[src/common/tcs_pkg.sv]
// Package for the test configuration state keeper
package tcs_pkg;
   localparam int unsigned TCS_NUM_ELEMENTS = 2;
   localparam int unsigned TCS_NUM_APPS     = 2;
   localparam int unsigned TCS_CRIT_W       = 32;
   localparam logic        TCS_PARAM_TRUE   = 1'b1;
   localparam logic        TCS_PARAM_FALSE  = 1'b0;
   localparam logic [TCS_NUM_ELEMENTS-1:0] TCS_TEST_CAPABLE = 2'h3;

   typedef enum logic {
      TCS_INACTIVE,
      TCS_ACTIVE
   } tcs_state_t;

   typedef struct packed {
      logic activate;
      logic data_update;
      logic crit_related;
      logic init_check;
      logic personalize;
   } tcs_event_t;
endpackage

[src/tcs_keeper.sv]
// Test configuration state keeper, one state per test-capable logical secure element
// What this block does
// - State is a two-valued enum: active or inactive only.
// - Active only when criterion satisfied; otherwise inactive.
// - Criterion data modified to mismatch forces inactive.
// - Activation happens only on explicit activate pulse.
// - State restored from and written to nonvolatile store.
// - After power reset, active state re-checked at init; mismatch clears.
// - All first-level applications must match before activation.
// - Independent state per test-capable secure element.
// - Successful activation drives visible parameter to one.
// - Any drop to inactive drives visible parameter to zero.
// - Current state reported on the control-parameter output.
// - Activation request on mismatch leaves state inactive.
// - Inactive stays inactive on data update or power reset.
// - Unrelated update keeps state; matching update keeps active.
// - Personalization with test configuration leaves state inactive.
// - Test functions enabled only while state active.
// - Elements without test capability hold no state.
// - Match is network access application data equals stored criterion.
`timescale 1ns/1ps
module tcs_keeper
   import tcs_pkg::*;
(
   input  wire logic                                     mclk,
   input  wire logic                                     rst_n,
   input  wire logic                                     clk_en,
   input  wire tcs_event_t [TCS_NUM_ELEMENTS-1:0]        events,
   input  wire logic [TCS_NUM_ELEMENTS-1:0][TCS_NUM_APPS-1:0][TCS_CRIT_W-1:0] app_crit_data,
   input  wire logic [TCS_NUM_ELEMENTS-1:0][TCS_CRIT_W-1:0]                   stored_crit,
   input  wire logic [TCS_NUM_ELEMENTS-1:0]              nv_state,
   input  wire logic                                     nv_valid,
   output logic [TCS_NUM_ELEMENTS-1:0]                   nv_write,
   output logic [TCS_NUM_ELEMENTS-1:0]                   nv_wdata,
   output logic [TCS_NUM_ELEMENTS-1:0]                   fcp_test_state,
   output logic [TCS_NUM_ELEMENTS-1:0]                   test_func_en
);
   logic loaded;
   logic next_loaded;

   always_comb begin
      next_loaded = loaded;
      if (clk_en && nv_valid) begin
         next_loaded = 1'b1;
      end
   end

   always_ff @(posedge mclk or negedge rst_n) begin
      if (!rst_n) begin
         loaded <= 1'b0;
      end else begin
         loaded <= next_loaded;
      end
   end

   typedef enum logic [1:0] {
      TCS_ACT_NONE,
      TCS_ACT_RESTORE,
      TCS_ACT_ARM,
      TCS_ACT_DROP
   } tcs_act_t;

   genvar e;
   generate
      for (e = 0; e < TCS_NUM_ELEMENTS; e++) begin : g_elem
         if (TCS_TEST_CAPABLE[e]) begin : g_cap
            tcs_state_t                  state;
            tcs_state_t                  next_state;
            tcs_state_t                  restore_val;
            tcs_act_t                    act;

            logic [TCS_NUM_APPS-1:0]     app_match;
            logic                        match;

            logic                        ev_act;
            logic                        ev_upd;
            logic                        ev_rel;
            logic                        ev_init;
            logic                        ev_pers;

            logic                        live;
            logic                        restore;
            logic                        act_ok;
            logic                        upd_drop;
            logic                        init_drop;
            logic                        drop;

            logic                        wr;
            logic                        next_wr;
            logic                        wdata;
            logic                        next_wdata;
            logic                        file_control_parameters;
            logic                        next_fcp;
            logic                        func_en;
            logic                        next_func_en;

            // Every application on the element has to agree
            for (genvar a = 0; a < TCS_NUM_APPS; a++) begin : g_app
               assign app_match[a] = (app_crit_data[e][a] == stored_crit[e]);
            end

            always_comb begin
               match = &app_match;
            end

            // Unpacked once so the conditions below read plainly
            always_comb begin
               ev_act  = events[e].activate;
               ev_upd  = events[e].data_update;
               ev_rel  = events[e].crit_related;
               ev_init = events[e].init_check;
               ev_pers = events[e].personalize;
            end

            // Events only count once the stored state is back
            always_comb begin
               live    = clk_en && loaded;
               restore = clk_en && !loaded && nv_valid;
            end

            // Personalization in the same cycle vetoes activation
            always_comb begin
               act_ok = 1'b0;
               if (live && ev_act && match && !ev_pers) begin
                  act_ok = 1'b1;
               end
            end

            // An update unrelated to the criterion is ignored
            always_comb begin
               upd_drop = 1'b0;
               if (live && ev_upd && ev_rel && !match) begin
                  upd_drop = 1'b1;
               end
            end

            // Init check only matters while active; the case below gates it
            always_comb begin
               init_drop = 1'b0;
               if (live && ev_init && !match) begin
                  init_drop = 1'b1;
               end
            end

            // Either route out of active
            always_comb begin
               drop = upd_drop || init_drop;
            end

            // Stored bit decoded back into one of the two legal states
            always_comb begin
               restore_val = TCS_INACTIVE;
               if (nv_state[e]) begin
                  restore_val = TCS_ACTIVE;
               end
            end

            // Restore outranks; arm and drop need opposite match results
            always_comb begin
               act = TCS_ACT_NONE;
               if (restore) begin
                  act = TCS_ACT_RESTORE;
               end else if (act_ok) begin
                  act = TCS_ACT_ARM;
               end else if (drop) begin
                  act = TCS_ACT_DROP;
               end
            end

            always_comb begin
               next_state = state;
               case (state)
                  TCS_INACTIVE: begin
                     // Updates, init checks and personalization never activate
                     case (act)
                        TCS_ACT_RESTORE: begin
                           next_state = restore_val;
                        end
                        TCS_ACT_ARM: begin
                           next_state = TCS_ACTIVE;
                        end
                        default: begin
                           next_state = TCS_INACTIVE;
                        end
                     endcase
                  end
                  TCS_ACTIVE: begin
                     case (act)
                        TCS_ACT_RESTORE: begin
                           next_state = restore_val;
                        end
                        TCS_ACT_DROP: begin
                           next_state = TCS_INACTIVE;
                        end
                        default: begin
                           next_state = TCS_ACTIVE;
                        end
                     endcase
                  end
                  default: begin
                     // Unreachable with two codes; kept as the safe fallback
                     next_state = TCS_INACTIVE;
                  end
               endcase
            end

            // State and outputs all move on the edge after the event
            always_ff @(posedge mclk or negedge rst_n) begin
               if (!rst_n) begin
                  state <= TCS_INACTIVE;
               end else begin
                  state <= next_state;
               end
            end

            // Restore is a read, so it never echoes a write back to the store
            always_comb begin
               next_wr = 1'b0;
               if (act != TCS_ACT_RESTORE) begin
                  if (next_state != state) begin
                     next_wr = 1'b1;
                  end
               end
            end

            always_ff @(posedge mclk or negedge rst_n) begin
               if (!rst_n) begin
                  wr <= 1'b0;
               end else begin
                  wr <= next_wr;
               end
            end

            // Write data mirrors the value that goes out with the write
            always_comb begin
               next_wdata = wdata;
               if (next_state == TCS_ACTIVE) begin
                  next_wdata = TCS_PARAM_TRUE;
               end else begin
                  next_wdata = TCS_PARAM_FALSE;
               end
            end

            always_ff @(posedge mclk or negedge rst_n) begin
               if (!rst_n) begin
                  wdata <= TCS_PARAM_FALSE;
               end else begin
                  wdata <= next_wdata;
               end
            end

            // Visible parameter follows the state it is about to take
            always_comb begin
               next_fcp = file_control_parameters;
               if (next_state == TCS_ACTIVE) begin
                  next_fcp = TCS_PARAM_TRUE;
               end else begin
                  next_fcp = TCS_PARAM_FALSE;
               end
            end

            always_ff @(posedge mclk or negedge rst_n) begin
               if (!rst_n) begin
                  file_control_parameters <= TCS_PARAM_FALSE;
               end else begin
                  file_control_parameters <= next_fcp;
               end
            end

            // Registered so the gate never glitches on a state change
            always_comb begin
               next_func_en = 1'b0;
               if (next_state == TCS_ACTIVE) begin
                  next_func_en = 1'b1;
               end else begin
                  next_func_en = 1'b0;
               end
            end

            always_ff @(posedge mclk or negedge rst_n) begin
               if (!rst_n) begin
                  func_en <= 1'b0;
               end else begin
                  func_en <= next_func_en;
               end
            end

            // Write pulse and data leave together from flops
            assign nv_write[e]       = wr;
            assign nv_wdata[e]       = wdata;
            assign fcp_test_state[e] = file_control_parameters;
            assign test_func_en[e]   = func_en;
         end else begin : g_nocap
            // No state exists without test capability
            assign nv_write[e]       = 1'b0;
            assign nv_wdata[e]       = 1'b0;
            assign fcp_test_state[e] = TCS_PARAM_FALSE;
            assign test_func_en[e]   = 1'b0;
         end
      end
   endgenerate
endmodule // tcs_keeper

[config.mk]
export PLATFORM = sky130hd
export DESIGN_NAME = tcs_keeper
export DESIGN_NICKNAME = d
export VERILOG_FILES = /design/src/common/tcs_pkg.sv /design/src/tcs_keeper.sv
export SDC_FILE = /design/constraint.sdc
export NUM_CORES = 1
export LEC_CHECK = 0
export BUFFER_PORTS_ARGS = -buffer_cell sky130_fd_sc_hd__buf_2
export CAP_MARGIN = 20
export CORE_AREA = 2 2 83 85
export CTS_CLUSTER_DIAMETER = 150
export DETAILED_ROUTE_END_ITERATION = 7
export DIE_AREA = 0 0 85 87
export PLACE_DENSITY = 0.78
export SYNTH_ARGS = -nofsm -noshare
export SYNTH_HDL_FRONTEND = slang
export SYNTH_SLANG_ARGS = --single-unit
[constraint.sdc]
create_clock -name mclk -period 1.9 [get_ports mclk]
set_clock_uncertainty 0.15 [all_clocks]
set_input_delay 0.38 -clock mclk [delete_from_list [all_inputs] [get_ports mclk]]
set_output_delay 0.38 -clock mclk [all_outputs]
set_load 0.01 [all_outputs]
==> flow_summary.json <==
{
  "status": "completed",
  "unrepaired_setup_endpoints_after_global_routing": "no",
  "num_rows": 30,
  "antenna_cells_inserted": 0,
  "post_layout_nonfiller_instances": 502,
  "hold_viol_final": 0,
  "multi_input_area_sq_um": 1490,
  "horizontal_die_dimension_um": 85,
  "tritoncts": "yes",
  "buffer_ports.inserted": 215,
  "die_area_sq_um": 7400,
  "net_count_after_synthesis": 415,
  "htree_depth": 1,
  "dp.cells": 497,
  "maximum_number_of_pins_on_one_net_before_global_route_repair": 7,
  "regArea_sq_um": 125,
  "grt_pass1_wl_mm": 9.63,
  "period_share": 0.884,
  "critPathArrivalTime_ps": 1660,
  "rr_startpoint": "loaded",
  "detail-route-antenna-nets": 0,
  "max-cap-violations": 0,
  "required_time_at_the_endpoint_of_the_critical_path_ps": 1890,
  "antenna_violations_before_repair": 0,
  "drt_pre_antenna_iters": 4,
  "leakagePower_uw": 0.00134,
  "floorplan.initialDensity": 0.254,
  "area_growth_pct": 72.4,
  "postSynthRegisterBits": 5,
  "synthesis.instances": 207,
  "gr-total-overflow": 0,
  "layout.filler_cells": 685,
  "place_congestion": 0.777,
  "final_layout_size_suffix_gt1_frac": 0.536,
  "p_per_area_nw_per_um2": 302,
  "design.final.nets": 631,
  "cts_max_path_buffers": 2,
  "io_pins": 216,
  "setup.worst_path.start": "stored_crit[47]",
  "vias_per_cell": 4.56,
  "power.ir.vdd_worst_uv": 257,
  "route.detailed.wl_per_inst_um": 12.9,
  "worst_pin_slew_ps": 257,
  "worstRegToRegCells": 4,
  "critPathCaptureType": "register",
  "worst-r2r-setup-slack_ps": 410,
  "routed_wirelength_mm": 6.50,
  "synth-warning-count": 0,
  "period_minus_slack_ps": 1680,
  "finalSetupViolations": 0,
  "drt_drc_violations_left": 0,
  "cts_inserted_buffers": 3,
  "floorplan.die.height_um": 87,
  "path_clk_slew_ps": 30,
  "grt_pass1_vias": 2285,
  "ys_types": 21,
  "syn_avg_cell_area_sq_um": 8.05,
  "grt.total_usage": 0.159,
  "netlist_area_sq_um": 1670,
  "clkLatencyLatePin_ps": 220,
  "max_freq_mhz": 596,
  "min-delay-path-class": "primary input to register",
  "worst_hold_slack_ps": 238,
  "timing.max_slew.rel_slack": 0.827,
  "detailedPlacementHpwl_mm": 6.16,
  "detailedRoute.firstIterationViolations": 22,
  "via_count": 2291,
  "setup.worst_path.start_class": "primary input",
  "crit_path_end": "g_elem[1].g_cap.func_en",
  "yosysSeqAreaShare": 0.0751,
  "cp_max_fo": 2,
  "criticalPathCategory": "primary input to register",
  "floorplan.core_area_sq_um": 6570,
  "clkSinkCount": 5,
  "cts_root_buf": "clkbuf_8",
  "finalMaxSlewViolations": 0,
  "regToRegEndpoint": "g_elem[1].g_cap.func_en"
}
[registers in the layout, summed over array words and instances (netlist names)]
| register | cells |
|---|---|
| loaded | 1 |
| g_elem.g_cap.wr | 2 |
| g_elem.g_cap.func_en | 2 |
[stage by stage]
step            util  worst slack (ps)  total power [uW]  instance area (sq um)  setup TNS, ps
2_1_floorplan      -               455               353                   1670              0
3_3_place_gp   0.427              -169               659                   2810           -336
3_5_place_dp   0.427              -161               673                   2810           -319
4_1_cts        0.435              60.7               876                   2860              0
5_1_grt        0.438              73.3               929                   2870              0
6_report       0.438               221               867                   2870              0
[logic make-up after synthesis]
logic type | after synthesis | share of synthesized area
compound gates | 11 | 0.0413
flops | 5 | 0.0751
xor+xnor | 112 | 0.589
simple gates | 67 | 0.239
mux | 3 | 0.0180
buf+inv | 9 | 0.0383
[cells in the final DEF (no fill, tap or decap)]
cell	count
clkbuf_1	1
or2_2	1
clkbuf_8	3
and2_1	1
nor4_2	3
nor3_1	10
nand3b_1	1
inv_1	1
o21ai_1	1
xnor2_1	111
o211ai_1	2
nand2_1	6
xnor2_2	1
o22ai_1	3
buf_2	215
nor4_1	5
mux2i_1	3
a22oi_1	1
nor2_1	3
nand4_1	29
and3_1	8
dlygate4sd3_1	1
dfrtp_1	5
buf_4	3
a21oi_1	3
a21o_1	1
[layout make-up]
cell class | count | area share
multi-input combinational | 193 | 0.519
timing repair buffer | 219 | 0.386
sequential | 5 | 0.0435
tap | 80 | 0.0348
clock buffer | 4 | 0.0157
inverter | 1 | 0.00131
[power breakdown]
group	switching [uW]	internal (uW)
Combinational	234	332
Clock	49.5	144
Sequential	0.000187	107
Total	283	583
[repair_timing]
action,in CTS,in global routing
hold buffers,1,0
resized for setup,0,2
hold endpoints to repair,5,0
setup buffers,0,0
setup endpoints to repair,0,2
[worst max-delay path, cell delays in order]
cell     delay [ps]
buf_2           120
xnor2_1         150
buf_4           140
nand4_1         140
nor4_2          320
nand4_1         210
a22oi_1         210
[Yosys cell counts (all sizes together)]
| cell | instances | share of area |
|---|---|---|
| buf | 8 | 0.036 |
| nor3 | 10 | 0.030 |
| dfrtp | 5 | 0.075 |
| inv | 1 | 0.0023 |
| nor2 | 3 | 0.0068 |
| o211ai | 2 | 0.0090 |
| nand4 | 29 | 0.11 |
| nor4 | 8 | 0.038 |
| or2 | 1 | 0.0038 |
| o21ai | 1 | 0.0030 |
| nand2 | 6 | 0.014 |
| and3 | 8 | 0.030 |
| o22ai | 3 | 0.011 |
| a22oi | 1 | 0.0045 |
| and2 | 1 | 0.0038 |
| mux2i | 3 | 0.018 |
| nand3b | 1 | 0.0045 |
| a21oi | 3 | 0.0090 |
| xnor2 | 112 | 0.59 |
| a21o | 1 | 0.0045 |
[worst min path at each step]
stage	start	end	depth (start not counted)
finish	nv_valid	loaded	2
global route	nv_valid	loaded	2
CTS	nv_valid	loaded	2
detailed placement	rst_n	loaded	1
global placement	rst_n	loaded	1
floorplan	rst_n	g_elem[0].g_cap.func_en	0
[layer usage]
metal,global-route usage,routed length (um),vias to the layer above
met5,0,0,-
met4,0.0274,37,0
met3,0.0256,520,4
met2,0.320,3520,116
met1,0.174,2430,1012
li1,-,-,1159
Note: power is estimated with default switching activity, not from simulation.
